[config.mk]
export PLATFORM = sky130hd
export DESIGN_NAME = rmg_router
export DESIGN_NICKNAME = d
export VERILOG_FILES = /design/src/hdl/rmg_pkg.sv /design/src/hdl/rmg_router.sv /design/src/hdl/rmg_msg_track.sv
export SDC_FILE = /design/constraint.sdc
export NUM_CORES = 1
export LEC_CHECK = 0
export BUFFER_PORTS_ARGS = -buffer_cell sky130_fd_sc_hd__buf_4
export CAP_MARGIN = 20
export CORE_MARGIN = 2
export CORE_UTILIZATION = 40
export DETAILED_ROUTE_END_ITERATION = 12
export HOLD_SLACK_MARGIN = 0.03
export PLACE_DENSITY_LB_ADDON = 0.2
export SYNTH_ARGS = -nofsm -noshare
export SYNTH_HDL_FRONTEND = slang
export SYNTH_SLANG_ARGS = --single-unit
[constraint.sdc]
create_clock -name clk_sys -period 2.63 [get_ports clk_sys]
set_input_delay 0.263 -clock clk_sys [delete_from_list [all_inputs] [get_ports clk_sys]]
set_output_delay 0.263 -clock clk_sys [all_outputs]
set_load 0.03 [all_outputs]
[src/hdl/rmg_pkg.sv]
// Shared types, constants and decode functions for the MIDI router/merger
package rmg_pkg;

  // One byte slot of a MIDI byte stream
  typedef struct packed {
    logic       valid;
    logic [7:0] data;
  } rmg_strm_t;

  // Source indices, lowest index wins arbitration
  localparam int NSRC     = 4;
  localparam int SRC_INT  = 0;  // Internally generated messages
  localparam int SRC_USB  = 1;  // Host USB output stream
  localparam int SRC_SER  = 2;  // Serial input port
  localparam int SRC_FOOT = 3;  // Foot controller port

  // Destination indices
  localparam int NDST     = 5;
  localparam int DST_SER  = 0;  // Serial output port
  localparam int DST_RET  = 1;  // Return pins of bidirectional input
  localparam int DST_FOOT = 2;  // Foot controller port
  localparam int DST_USB  = 3;  // Host USB input stream
  localparam int DST_PROC = 4;  // Internal message processor

  // Byte classes
  localparam logic [7:0] BYTE_RT_MIN    = 8'hf8;
  localparam logic [7:0] BYTE_BEAT_CLK  = 8'hf8;
  localparam logic [7:0] BYTE_SYSEX_GO  = 8'hf0;
  localparam logic [7:0] BYTE_SYSEX_END = 8'hf7;

  // Beat clock loss time and derived cycle count
  localparam int          CLK_HZ        = 25_000_000;
  localparam int          TEMPO_LOSS_MS = 200;
  localparam logic [31:0] TEMPO_LOSS_CYC =
    32'(TEMPO_LOSS_MS * (CLK_HZ / 1000));
  localparam int          TEMPO_CNT_W   = 32;

  // Reset values
  localparam logic [1:0]  LEFT_RST = 2'h0;
  localparam logic [31:0] CNT_RST  = 32'h0;

  // Real-time single-byte message
  function automatic logic rmg_is_rt(input logic [7:0] b);
    return b >= BYTE_RT_MIN;
  endfunction

  // Data bytes that follow a status byte
  function automatic logic [1:0] rmg_data_len(input logic [7:0] b);
    logic [1:0] len;
    len = 2'h0;
    case (b[7:4])
      4'h8, 4'h9, 4'ha, 4'hb, 4'he: len = 2'h2;
      4'hc, 4'hd:                   len = 2'h1;
      4'hf: begin
        if (b == 8'hf1 || b == 8'hf3) len = 2'h1;
        else if (b == 8'hf2)          len = 2'h2;
      end
      default:                      len = 2'h0;
    endcase
    return len;
  endfunction

endpackage

[src/hdl/rmg_router.sv]
// MIDI port router and merger with beat clock tempo tracking
`timescale 1ns/100ps
module rmg_router #(
  parameter logic [31:0] TEMPO_LOSS = rmg_pkg::TEMPO_LOSS_CYC
) (
  input  wire logic                                   clk_sys,
  input  wire logic                                   arst_n,
  input  wire logic                                   ce,
  input  wire logic                                   thru_on,
  input  wire logic                                   usb_adapter_on,
  input  wire logic                                   int_dump,
  input  wire logic                                   int_dump_usb,
  input  wire rmg_pkg::rmg_strm_t [rmg_pkg::NSRC-1:0] src_in,
  output logic                    [rmg_pkg::NSRC-1:0] src_ready,
  output rmg_pkg::rmg_strm_t      [rmg_pkg::NDST-1:0] dst_out,
  input  wire logic               [rmg_pkg::NDST-1:0] dst_ready,
  output logic                    [31:0]              beat_interval,
  output logic                                        tempo_sync
);
  import rmg_pkg::*;

  typedef enum logic [1:0] {
    ST_OPEN   = 2'b01,
    ST_LOCKED = 2'b10
  } rmg_state_t;

  rmg_state_t               state_q, state_d;
  logic [1:0]               owner_q, owner_d;
  logic [NDST-1:0]          mask [NSRC];
  logic [NSRC-1:0]          msg_end;
  logic [NDST-1:0]          room, load;
  logic [1:0]               pick;
  logic                     pick_vld, fire;
  logic [7:0]               pick_byte;
  rmg_strm_t [NDST-1:0]     out_q, out_d;
  logic [31:0]              cnt_q, cnt_d, ival_q, ival_d;
  logic                     seen_q, seen_d, sync_q, sync_d;

  // Destination masks per source; dumps pick one port only
  always_comb begin
    for (int i = 0; i < NSRC; i++) mask[i] = '0;
    if (int_dump) begin
      mask[SRC_INT][DST_USB] = int_dump_usb;
      mask[SRC_INT][DST_SER] = !int_dump_usb;
    end else begin
      mask[SRC_INT][DST_SER]  = 1'b1;
      mask[SRC_INT][DST_RET]  = 1'b1;
      mask[SRC_INT][DST_FOOT] = 1'b1;
      mask[SRC_INT][DST_USB]  = 1'b1;
    end
    mask[SRC_USB][DST_PROC]  = 1'b1;
    mask[SRC_SER][DST_PROC]  = 1'b1;
    mask[SRC_FOOT][DST_PROC] = 1'b1;
    mask[SRC_SER][DST_SER]   = thru_on;
    mask[SRC_FOOT][DST_SER]  = thru_on;
    // Both bridge directions share one setting
    mask[SRC_USB][DST_SER]   = usb_adapter_on;
    mask[SRC_SER][DST_USB]   = usb_adapter_on;
    mask[SRC_FOOT][DST_USB]  = usb_adapter_on;
  end

  // Boundary trackers, one per source
  for (genvar g = 0; g < NSRC; g++) begin : g_trk
    rmg_msg_track u_trk (
      .clk_sys (clk_sys),
      .arst_n  (arst_n),
      .ce      (ce),
      .byte_i  (src_in[g].data),
      .take    (fire && pick == 2'(g)),
      .msg_end (msg_end[g])
    );
  end

  // Pick a source: real-time bytes cut in, else owner, else priority
  always_comb begin
    pick     = 2'(SRC_INT);
    pick_vld = 1'b0;
    for (int i = NSRC - 1; i >= 0; i--) begin
      if (src_in[i].valid && state_q == ST_OPEN) begin
        pick     = 2'(i);
        pick_vld = 1'b1;
      end
    end
    if (state_q == ST_LOCKED && src_in[owner_q].valid) begin
      pick     = owner_q;
      pick_vld = 1'b1;
    end
    for (int i = NSRC - 1; i >= 0; i--) begin
      if (src_in[i].valid && rmg_is_rt(src_in[i].data)) begin
        pick     = 2'(i);
        pick_vld = 1'b1;
      end
    end
    pick_byte = src_in[pick].data;
  end

  // A byte moves only when every wanted output has room
  always_comb begin
    for (int d = 0; d < NDST; d++)
      room[d] = !out_q[d].valid || dst_ready[d];
    fire = ce && pick_vld && ((mask[pick] & ~room) == '0);
    load = fire ? mask[pick] : '0;
    for (int i = 0; i < NSRC; i++)
      src_ready[i] = fire && pick == 2'(i);
  end

  // Lock on a message start, release on its last byte
  always_comb begin
    state_d = state_q;
    owner_d = owner_q;
    case (state_q)
      ST_OPEN: begin
        if (fire && !rmg_is_rt(pick_byte) && !msg_end[pick]) begin
          state_d = ST_LOCKED;
          owner_d = pick;
        end
      end
      ST_LOCKED: begin
        if (fire && pick == owner_q && !rmg_is_rt(pick_byte)
            && msg_end[pick])
          state_d = ST_OPEN;
      end
      default: state_d = ST_OPEN;
    endcase
  end

  // Output holding registers, one byte each
  always_comb begin
    for (int d = 0; d < NDST; d++) begin
      out_d[d] = out_q[d];
      if (load[d]) begin
        out_d[d].valid = 1'b1;
        out_d[d].data  = pick_byte;
      end else if (dst_ready[d]) begin
        out_d[d].valid = 1'b0;
      end
    end
  end

  // Beat clock interval; sync drops when clocks stop arriving
  always_comb begin
    cnt_d  = (cnt_q == TEMPO_LOSS) ? cnt_q : cnt_q + 32'h1;
    ival_d = ival_q;
    seen_d = seen_q;
    sync_d = sync_q;
    if (cnt_q == TEMPO_LOSS) begin
      seen_d = 1'b0;
      sync_d = 1'b0;
    end
    if (load[DST_PROC] && pick_byte == BYTE_BEAT_CLK) begin
      cnt_d  = CNT_RST;
      seen_d = 1'b1;
      if (seen_q && cnt_q != TEMPO_LOSS) begin
        ival_d = cnt_q + 32'h1;
        sync_d = 1'b1;
      end
    end
  end

  // Register all state, frozen while ce is low
  always_ff @(posedge clk_sys or negedge arst_n) begin
    if (!arst_n) begin
      state_q <= ST_OPEN;
      owner_q <= 2'h0;
      out_q   <= '0;
      cnt_q   <= CNT_RST;
      ival_q  <= CNT_RST;
      seen_q  <= 1'b0;
      sync_q  <= 1'b0;
    end else if (ce) begin
      state_q <= state_d;
      owner_q <= owner_d;
      out_q   <= out_d;
      cnt_q   <= cnt_d;
      ival_q  <= ival_d;
      seen_q  <= seen_d;
      sync_q  <= sync_d;
    end
  end

  assign dst_out       = out_q;
  assign beat_interval = ival_q;
  assign tempo_sync    = sync_q;
endmodule // rmg_router

[src/hdl/rmg_msg_track.sv]
// Per-source MIDI message boundary tracker
`timescale 1ns/100ps
module rmg_msg_track (
  input  wire logic       clk_sys,
  input  wire logic       arst_n,
  input  wire logic       ce,
  input  wire logic [7:0] byte_i,
  input  wire logic       take,
  output logic            msg_end
);
  import rmg_pkg::*;

  logic [1:0] left_q, left_d;
  logic [1:0] run_len_q, run_len_d;
  logic       sysex_q, sysex_d;

  // Decode whether this byte closes a message
  always_comb begin
    left_d    = left_q;
    run_len_d = run_len_q;
    sysex_d   = sysex_q;
    msg_end   = 1'b0;
    if (rmg_is_rt(byte_i)) begin
      msg_end = 1'b0;                 // Never moves the boundary
    end else if (byte_i == BYTE_SYSEX_GO) begin
      sysex_d   = 1'b1;
      run_len_d = 2'h0;
    end else if (byte_i == BYTE_SYSEX_END) begin
      sysex_d   = 1'b0;
      msg_end   = 1'b1;
    end else if (byte_i[7]) begin
      sysex_d   = 1'b0;
      left_d    = rmg_data_len(byte_i);
      // System common cancels running status
      run_len_d = (byte_i[7:4] == 4'hf) ? 2'h0 : rmg_data_len(byte_i);
      msg_end   = (rmg_data_len(byte_i) == 2'h0);
    end else if (sysex_q) begin
      msg_end = 1'b0;
    end else if (left_q != 2'h0) begin
      left_d  = left_q - 2'h1;
      msg_end = (left_q == 2'h1);
    end else if (run_len_q != 2'h0) begin
      left_d  = run_len_q - 2'h1;     // Running status restarts count
      msg_end = (run_len_q == 2'h1);
    end else begin
      msg_end = 1'b1;                 // Stray data byte stands alone
    end
  end

  // Register only on an accepted byte
  always_ff @(posedge clk_sys or negedge arst_n) begin
    if (!arst_n) begin
      left_q    <= LEFT_RST;
      run_len_q <= LEFT_RST;
      sysex_q   <= 1'b0;
    end else if (ce && take) begin
      left_q    <= left_d;
      run_len_q <= run_len_d;
      sysex_q   <= sysex_d;
    end
  end

endmodule // rmg_msg_track

# Word-level counts from Yosys, hierarchy flattened
# Index checks and enable logic that the tools add are counted.
# totals
latch_bits,0
ramBits,0
rom_bits,0
mem_count,0
register_bits,135
# classes
magnitude_cmp,8
addsub,9
shift,0
mul,0
muxes,155
n_reduce_logical,110
n_div,0
n_bitwise,15
eq_ne,80
# ops
cell,n
"== test 8 bit, second input constant",21
two-way mux 2 bit,68
"== test 4 bit, second input constant",32
two-way mux 1 bit,67
two-way mux 32 bit,2
">= comparator 8 bit, second input constant",5
binary-select mux 9 bit (select 2 bit),2
nonzero test 2 bit,18
"adder 32 x 1 -> 32 bit, second input constant",1
"== test 32 x 23 -> 1 bit, second input constant",1
"inequality test 32 x 23 -> 1 bit, second input constant",1
logical AND 1 bit,26
case mux 2 bit (3 select lines),4
AND reduction 2 bit,12
AND reduction 6 bit,4
nonzero test 3 bit,8
AND reduction 3 bit,7
"== test 2 x 1 -> 1 bit, second input constant",10
case mux 2 bit (2 select lines),5
OR reduction 5 bit,4
AND reduction 4 bit,4
"subtractor 2 x 1 -> 2 bit, second input constant",8
two-way mux 5 bit,3
"inequality test 2 x 1 -> 1 bit, second input constant",7
18 further kinds,57

# Logic depth before layout (Yosys ltp)
# Gate-level depths: netlist of the first run.
# depth
ltp_word,23
ltp_mapped,13
ltp_nobuf,11

# By module
# From an unflattened synthesis of the first run, not the netlist that was laid out.
# hier_totals
cells_unflattened,756
area_unflattened_um2,7603.5
# modules_own_cells
mod,cells_per_inst,n_inst,area_per_inst_um2
rmg_router,568,1,5846.9
rmg_msg_track,47,4,439.2

# Worst setup path before layout of the first run
# OpenSTA, ideal clock, no wires.
# synth_timing
path_kind,register to register
start,register state_q[0]
end,register g_trk[2].u_trk.left_q[1]
t_arrival_ns,2.734
path_buffers,1
stages_incl_launch_ff,11
setup_slack_ns,-0.236
period_less_slack_ns,2.866
setup_ns,0.133
cell_sequence,dfstp_2 > nand2b_1 > or4_4 > nand3_4 > o21a_4 > o22ai_1 > a2111o_1 > buf_6 > or4_4 > mux2i_1 > o211ai_1
# synth_between
elab_chain_len,21
word_cells_on_any_way,37
cone_classes,3 x eq/ne; 21 x mux; 2 x bitwise; 11 x reduce/logical
# synth_lines
element,line_no,text
"start, declared",rmg_router.sv:27,"rmg_state_t state_q, state_d;"
"start signal, assigned",rmg_router.sv:171,state_q <= state_d;
== test 2 x 1 -> 1 bit,rmg_router.sv:79,if (src_in[i].valid && state_q == ST_OPEN) begin
logical AND 1 bit,rmg_router.sv:79,
two-way mux 2 bit (4 in a row),rmg_router.sv:79,
two-way mux 2 bit,rmg_router.sv:84,if (state_q == ST_LOCKED && src_in[owner_q].valid) begin
two-way mux 2 bit (4 in a row),rmg_router.sv:89,if (src_in[i].valid && rmg_is_rt(src_in[i].data)) begin
inverter 2 -> 3 bit (implied by the code),rmg_router.sv:101,fire = ce && pick_vld && ((mask[pick] & ~room) == '0);
binary-select mux 5 bit (select 2 bit),rmg_router.sv:101,
two-way mux 5 bit (implied by the code) (2 in a row),rmg_router.sv:101,
bitwise AND 5 bit,rmg_router.sv:101,
logical NOT 5 bit,rmg_router.sv:101,
logical AND 1 bit,rmg_router.sv:101,
logical AND 1 bit (*),rmg_router.sv:69,".take (fire && pick == 2'(g)),"
logical AND 1 bit (*),rmg_msg_track.sv:56,end else if (ce && take) begin
AND reduction 6 bit (no line) (*),-,
"end signal, assigned",rmg_msg_track.sv:57,left_q <= left_d;
"end, declared",rmg_msg_track.sv:13,"logic [1:0] left_q, left_d;"
# Every way passes the cells marked *; elsewhere a longest branch is shown, timed or not. The select of a mux whose other input is x is not followed.
# A chain may end at the register's enable or synchronous reset.

# Worst setup path in the final report of the first run
# layout_timing
start,register state_q[0]
end,"register ival_q[5], in the netlist beat_interval[5]"
# layout_between
elab_chain_len,21
word_cells_on_any_way,39
cone_classes,3 x eq/ne; 24 x mux; 2 x bitwise; 10 x reduce/logical
# layout_lines
element,line_no,text
== test 2 x 1 -> 1 bit,rmg_router.sv:79,
logical AND 1 bit,rmg_router.sv:79,
two-way mux 2 bit (4 in a row),rmg_router.sv:79,
two-way mux 2 bit,rmg_router.sv:84,
two-way mux 2 bit (4 in a row),rmg_router.sv:89,
inverter 2 -> 3 bit (implied by the code),"rmg_router.sv:101, rmg_router.sv:102",
binary-select mux 5 bit (select 2 bit),"rmg_router.sv:101, rmg_router.sv:102",
two-way mux 5 bit (implied by the code) (2 in a row),"rmg_router.sv:101, rmg_router.sv:102",
bitwise AND 5 bit,rmg_router.sv:101,
logical NOT 5 bit,rmg_router.sv:101,
logical AND 1 bit,rmg_router.sv:101,
two-way mux 5 bit,rmg_router.sv:102,load = fire ? mask[pick] : '0;
logical AND 1 bit (*),rmg_router.sv:150,if (load[DST_PROC] && pick_byte == BYTE_BEAT_CLK) begin
AND reduction 3 bit (no line) (*),-,
"end signal, assigned",rmg_router.sv:175,ival_q <= ival_d;
"end, declared",rmg_router.sv:36,"logic [31:0] cnt_q, cnt_d, ival_q, ival_d;"
# Marked as above.

==> results of run 1 <==
## cells in the final DEF, fill, tap and decap left out, types with 5 or more instances in the layout
cell type,Yosys,routed
nand3_1,31,25
nor3_4,0,5
nand3_2,2,5
or3_1,11,9
nand2_4,0,8
mux2_4,29,52
mux2i_1,8,8
buf_6,4,34
and4_1,6,6
buf_4,12,280
o21ai_1,2,8
nor2_1,76,73
clkbuf_16,0,21
nor4_1,12,9
nand2_2,0,9
a21o_1,10,10
nand4_1,16,16
buf_12,0,11
o21ai_2,1,6
dfrtp_1,126,126
ha_1,10,10
a21oi_1,15,12
xor2_1,42,42
o211ai_1,8,8
nor3_1,20,17
o21ai_0,30,19
nand2_1,86,68
and3_1,9,7
xnor2_1,20,20
nor2b_1,10,9
mux2_2,31,9
o221ai_1,5,5
inv_1,22,21
nand3_4,2,5
## flip-flops by register name, indices dropped and copies added, names as in the netlist
register / cells
dst_out: 37
beat_interval: 32
cnt_q: 32
g_trk.u_trk.left_q: 8
g_trk.u_trk.run_len_q: 8
g_trk.u_trk.sysex_q: 4
owner_q: 2
state_q: 2
seen_q: 1
tempo_sync: 1
## what timing repair did
action	4_1_cts	5_1_grt
gates resized for setup	52	113
hold buffers	1	0
setup buffers	23	22
endpoints found under the setup margin	131	131
pin swaps	23	38
cloned	4	4
endpoints found under the hold margin	42	0
## power breakdown
group	total, mW	switching, mW	internal, mW
Clock	2.36	0.937	1.42
Sequential	2.89	0.453	2.44
Combinational	4.89	2.50	2.39
## synth_stat cells (all sizes together) (11+ instances only)
master / count / share of area, %
clkbuf: 16 / 0.78
xor2: 42 / 4.8
o21ai: 35 / 2.6
dfrtp: 126 / 41
or3: 11 / 0.90
a21oi: 15 / 0.98
nor4: 14 / 1.5
inv: 22 / 1.1
nand2: 86 / 4.2
buf: 28 / 2.5
nand4: 18 / 1.6
nor2: 79 / 4.1
nor3: 24 / 1.8
nand3: 35 / 2.7
xnor2: 20 / 2.3
mux2: 62 / 11
## metal layers
metal  part of all wire (%)  up-vias
li1                       -     3402
met5                      0        -
met4                    2.3        0
met3                    4.2       45
met1                     44     3517
met2                     50      193
## worst min-delay path: cells and delay by family
| family | cells | cell delay [ns] |
|---|---|---|
| compound gates | 1 | 0.11 |
| buf+inv | 1 | 0.11 |
| simple gates | 1 | 0.05 |
## layout make-up
| cell class | count | area [um2] | share of cell area (%) |
|---|---|---|---|
| clock buffer | 19 | 443 | 3.76 |
| multi-input combinational | 585 | 4730 | 40.1 |
| tap | 234 | 293 | 2.49 |
| timing repair buffer | 334 | 2910 | 24.7 |
| sequential | 127 | 3180 | 27.0 |
| inverter | 22 | 82.6 | 0.701 |
| clock inverter | 13 | 140 | 1.19 |
## through the flow
stage,setup TNS (ns),utilization [%],setup slack [ns],instances
3_5_place_dp,-46.67,53.2,-0.499,1252
6_report,-51.68,62.8,-0.558,1334
4_1_cts,-40.75,59.2,-0.515,1312
2_1_floorplan,-11.79,-,-0.216,777
5_1_grt,-65.77,62.8,-0.666,1334
3_3_place_gp,-46.67,53.2,-0.545,1252
## cell families after synthesis
kind of cell / count (synthesis)
buffers and inverters: 66
multiplexers: 70
AND/OR/NAND/NOR: 319
flip-flops: 127
AO/OA/AOI/OAI: 123
XOR/XNOR: 62
adder cells (fa/ha/maj): 10
## path summary, 6_finish.rpt
| check | start | end | slack (ns) | depth (start not counted) |
|---|---|---|---|---|
| max | state_q[0] | beat_interval[5] | -0.56 | 13 |
| min | dst_ready[2] | dst_out[26] | 0.14 | 3 |
| max reg2reg | state_q[0] | beat_interval[5] | -0.56 | 13 |
| min reg2reg | tempo_sync | tempo_sync | 0.48 | 2 |
| max in group asynchronous | arst_n | beat_interval[21] | 1.62 | 3 |
| min in group asynchronous | arst_n | g_trk[2].u_trk.left_q[0] | 0.34 | 2 |
==> flow_summary_export.csv, run 1 <==
group,metric,value,unit
drt,drt-initial-drc-count,408,
placed_design,io_buffers,129,
sta,rsz0062_at_grt,"true",
yosys,ys_ff_latch,127,
die,ioPinCount,130,
yosys,synth_top_family_by_area,"simple AND/OR/NAND/NOR gates",
grt,met3_usage,3.97,%
sta,setup_viol,131,
yosys,synth-edff-count,0,
clock_network,clkLatencyLatePin,0.43,ns
placed_design,routabilityCongestion,0.953,
power_and_ir_drop,power.density,861,mW/mm2
yosys,synth_fa_ha_area_share,1.63,%
yosys,syn-num-nets,835,
yosys,ys.flop_type,"dfrtp_1",
drt,avgRoutedWirePerCell,18.3,um
placed_design,dpl_cell_area,0.00999,mm2
drt,first_pass_iters,5,
layout,layout-drive-gt1-share,47.5,%
grt,grt_pass1_wl,37.2,mm
setup_path,end_kind,"flip-flop",
setup_path,cpPeakStageDelay,0.56,ns
status,outcome,"complete, but fails checks",
sta,fin_crit,3.19,ns
sta,fin_ws,-0.558,ns
yosys,synthArstFlopShare,100,%
yosys,netlist_area,0.00767,mm2
clock_network,cts_sinks,127,
worst_hold_path,hold_path_class,"in2reg",
power_and_ir_drop,ir_drop,0.000519,V
sta,whs,0.145,ns
grt,grt_max_degree,47,
setup_path,cp_max_fo,6,
clock_network,clock_path_buffers,2,
setup_path,worstPathRequired,2.94,ns
die,rows,50,
grt,use_met1,29.9,%
grt,grt_pass1_vias,7124,
job,max-cap-violations,0,
yosys,synth-simple-area-share,22.3,%
yosys,synthXorXnorAreaFrac,7.08,%
layout,nFillCells,1537,
power_and_ir_drop,total_power,10.1,mW
sta,hold_viol_final,0,
layout,fin_area,0.0118,mm2
setup_path,crit_buf_inv,4,
die,die_h,142,um
yosys,yosys_warnings,0,
sta,worst_pin_slew,0.506,ns
yosys,yosysSeqAreaShare,41.5,%
drt,drc,0,
drt,routed_wirelength,24.4,mm
grt,grt-ovfl-total,0,
die,die_w,142,um
yosys,synthMuxAreaShare,11.6,%
setup_path,crit_arrival,3.50,ns
setup_path,crit_path_top_delay_cell,"dfstp_2",
drt,vias,7157,
die,die_area,0.0203,mm2
clock_network,cts-root-buf,"clkbuf_16",
layout,nets,1145,
setup_path,cp-start-kind,"flip-flop",
yosys,synth.avg_cell_area,9.87,um2
layout,area_growth,53.6,%
die,core,0.0188,mm2
sta,fmax,314,MHz
clock_network,cts_tree,"yes",
clock_network,cts_buffers,17,
layout,antenna_cells,0,
sta,finalClockSkew,0.00856,ns
grt,busiest_layer,"met2",
placed_design,dp_hpwl,17.1,mm
setup_path,critPathTopFamily,"simple AND/OR/NAND/NOR gates",
grt,grt_usage,23.7,%
clock_network,clk_pin_slew,0.06,ns
yosys,yosysUniqueCellTypes,81,
status,violations,"negative setup slack",
yosys,synth_compound_area_share,11.6,%
grt,antenna_found_initial,0,
power_and_ir_drop,leakage,5.75,nW
sta,slew-limit-headroom,66.3,%
sta,drv_slew,0,
drt,via_per_inst,5.37,
drt,ant_nets,0,
clock_network,htreeDepth,4,
die,initial_utilization,40.9,%
setup_path,path_cells,"nand2b_4 -> or4_4 -> nand3_4 -> buf_4 -> buf_4 -> or3_1 -> o221a_4 -> nand4_4 -> nor4_4 -> buf_4 -> nand3_4 -> clkbuf_16 -> mux2_4",
setup_path,path_class,"reg2reg",
setup_path,crit_top_cell,"buf_4",
sta,fin_crit_sh,121,%
yosys,synth_cells,777,
grt,grt_util_met2,40.2,%
(Power assumes the default switching activity.)
==> run 2, diff against run 1 <==
--- a/config.mk
+++ b/config.mk
@@ -12,6 +12,7 @@
 export DETAILED_ROUTE_END_ITERATION = 12
 export HOLD_SLACK_MARGIN = 0.03
 export PLACE_DENSITY_LB_ADDON = 0.2
+export SETUP_SLACK_MARGIN = 0.1
 export SYNTH_ARGS = -nofsm -noshare
 export SYNTH_HDL_FRONTEND = slang
 export SYNTH_SLANG_ARGS = --single-unit
==> flow_summary_export.csv, run 2 (synthesized netlist as in run 1, its figures left out) <==
group,metric,value,unit
clock_network,clkLatencyLatePin,0.42,ns
clock_network,cts_tree,"yes",
sta,drv_slew,0,
setup_path,crit_arrival,2.89,ns
setup_path,cp-start-kind,"flip-flop",
worst_hold_path,hold_path_class,"in2reg",
clock_network,clk_pin_slew,0.06,ns
setup_path,end_kind,"output port",
layout,antenna_cells,0,
layout,layout-drive-gt1-share,45.4,%
layout,nets,1143,
die,die_area,0.0203,mm2
layout,largest_reg_flops,37,
power_and_ir_drop,power.density,866,mW/mm2
setup_path,cp_max_fo,6,
power_and_ir_drop,leakage,5.69,nW
die,initial_utilization,40.9,%
setup_path,crit_path_top_delay_cell,"dfstp_2",
clock_network,cts_buffers,17,
drt,vias,7180,
status,outcome,"complete, but fails checks",
status,violations,"negative setup slack",
sta,fin_ws,-0.526,ns
sta,rsz0062_at_grt,"true",
die,ioPinCount,130,
sta,fin_crit,3.16,ns
grt,grt_pass1_wl,37.7,mm
die,rows,50,
placed_design,io_buffers,129,
layout,layout_common_cells,"281 x buf_4, 126 x dfrtp_1, 77 x nand2_1, 75 x nor2_1, 47 x mux2_4",
clock_network,cts-root-buf,"clkbuf_16",
drt,routed_wirelength,24.1,mm
grt,grt_usage,23.8,%
die,die_w,142,um
placed_design,dp_hpwl,16.3,mm
drt,drc,0,
job,max-cap-violations,0,
setup_path,crit_top_cell,"buf_6",
clock_network,htreeDepth,4,
drt,via_per_inst,5.39,
power_and_ir_drop,ir_drop,0.000532,V
setup_path,path_cells,"nand2b_4 -> or4_4 -> nand3_4 -> o21a_4 -> o22ai_4 -> a2111o_1 -> buf_6 -> buf_6 -> nor3_4 -> buf_6",
drt,first_pass_iters,5,
grt,antenna_found_initial,0,
drt,ant_nets,0,
setup_path,worstPathRequired,2.37,ns
sta,worst_pin_slew,0.727,ns
sta,fin_setup_tns,-49.28,ns
layout,area_growth,51.5,%
sta,fmax,317,MHz
die,die_h,142,um
placed_design,routabilityCongestion,0.939,
grt,grt_max_degree,128,
grt,grt_pass1_vias,7323,
drt,drt-initial-drc-count,393,
clock_network,clock_path_buffers,2,
setup_path,path_class,"reg2out",
die,core,0.0188,mm2
sta,slew-limit-headroom,51.5,%
layout,final_common_cell,"buf_4",
sta,hold_viol_final,0,
clock_network,cts_sinks,127,
sta,fin_crit_sh,120,%
worst_hold_path,hold_start,"dst_ready[0]",
setup_path,cpPeakStageDelay,0.58,ns
sta,finalClockSkew,0.00848,ns
layout,nFillCells,1529,
setup_path,crit_path_start,"state_q[0]",
sta,whs,0.136,ns
grt,grt-ovfl-total,0,
sta,setup_viol,130,
setup_path,r2r_start,"state_q[0]",
drt,avgRoutedWirePerCell,18.1,um
==> run 2: cell count changes in the layout (fill, tap and decap cells not counted), sizes merged <==
cell,before,now
and2,2,1
buf,329,330
bufinv,2,3
clkbuf,23,27
clkinv,6,4
clkinvlp,4,0
inv,23,22
==> run 2: final timing paths <==
| kind | end | slack (ns) | depth (start not counted) |
|---|---|---|---|
| min | dst_out[8] | 0.14 | 4 |
| max reg2reg | beat_interval[5] | -0.51 | 12 |
| max in group asynchronous | g_trk[0].u_trk.sysex_q | 1.61 | 3 |
| max | src_ready[2] | -0.53 | 10 |
| min reg2reg | dst_out[38] | 0.48 | 2 |
| min in group asynchronous | g_trk[1].u_trk.left_q[0] | 0.43 | 3 |
==> run 2: final cells by class <==
class	count	area (um2)	share of cell area, %
Timing Repair Buffer	333	2900	24.9
Clock inverter	7	114	0.980
Clock buffer	25	475	4.09
Inverter	22	82.6	0.711
Tap cell	234	293	2.52
Multi-Input combinational cell	584	4580	39.4
Sequential cell	127	3180	27.4
==> run 2: timing repair <==
action	in CTS	in global routing
setup endpoints to repair	131	131
pin swaps	30	21
hold buffers	1	0
cloned	6	2
buffers inserted	37	18
endpoints found under the hold margin	126	0
gates resized for setup	103	30
==> run 2: worst max-delay path, delay by kind of cell, from the launching register on <==
family / cells / cell delay (ns)
AND/OR/NAND/NOR: 4 / 0.81
AO/OA/AOI/OAI: 3 / 0.64
flip-flops: 1 / 0.58
buffers and inverters: 3 / 0.44
==> run 2: report_power, final <==
group / internal [mW] / total, mW / switching, mW / leakage, nW
Combinational: 2.33 / 4.78 / 2.44 / 3.76
Clock: 1.54 / 2.41 / 0.871 / 0.289
Sequential: 2.44 / 2.88 / 0.440 / 1.65
Total: 6.31 / 10.1 / 3.76 / 5.69
==> run 2: routing by layer <==
layer / up-vias / wire length, um / track usage [%]
li1: 3408 / - / -
met1: 3508 / 10200 / 29.2
met2: 208 / 12100 / 41.3
met3: 56 / 1150 / 4.34
met4: 0 / 673 / 9.69
met5: - / 0 / 0
==> run 2: metrics by stage <==
stage          setup WS, ns  power [mW]  util (%)  area, um2  instances
3_5_place_dp         -0.420        6.67      52.4       9840       1237
5_1_grt              -0.607        10.5      61.9      11600       1332
4_1_cts              -0.509        9.85      60.1      11300       1313
3_3_place_gp         -0.403        6.62      52.4       9840       1237
6_report             -0.526        10.1      61.9      11600       1332
2_1_floorplan        -0.216        5.14         -       7740        777
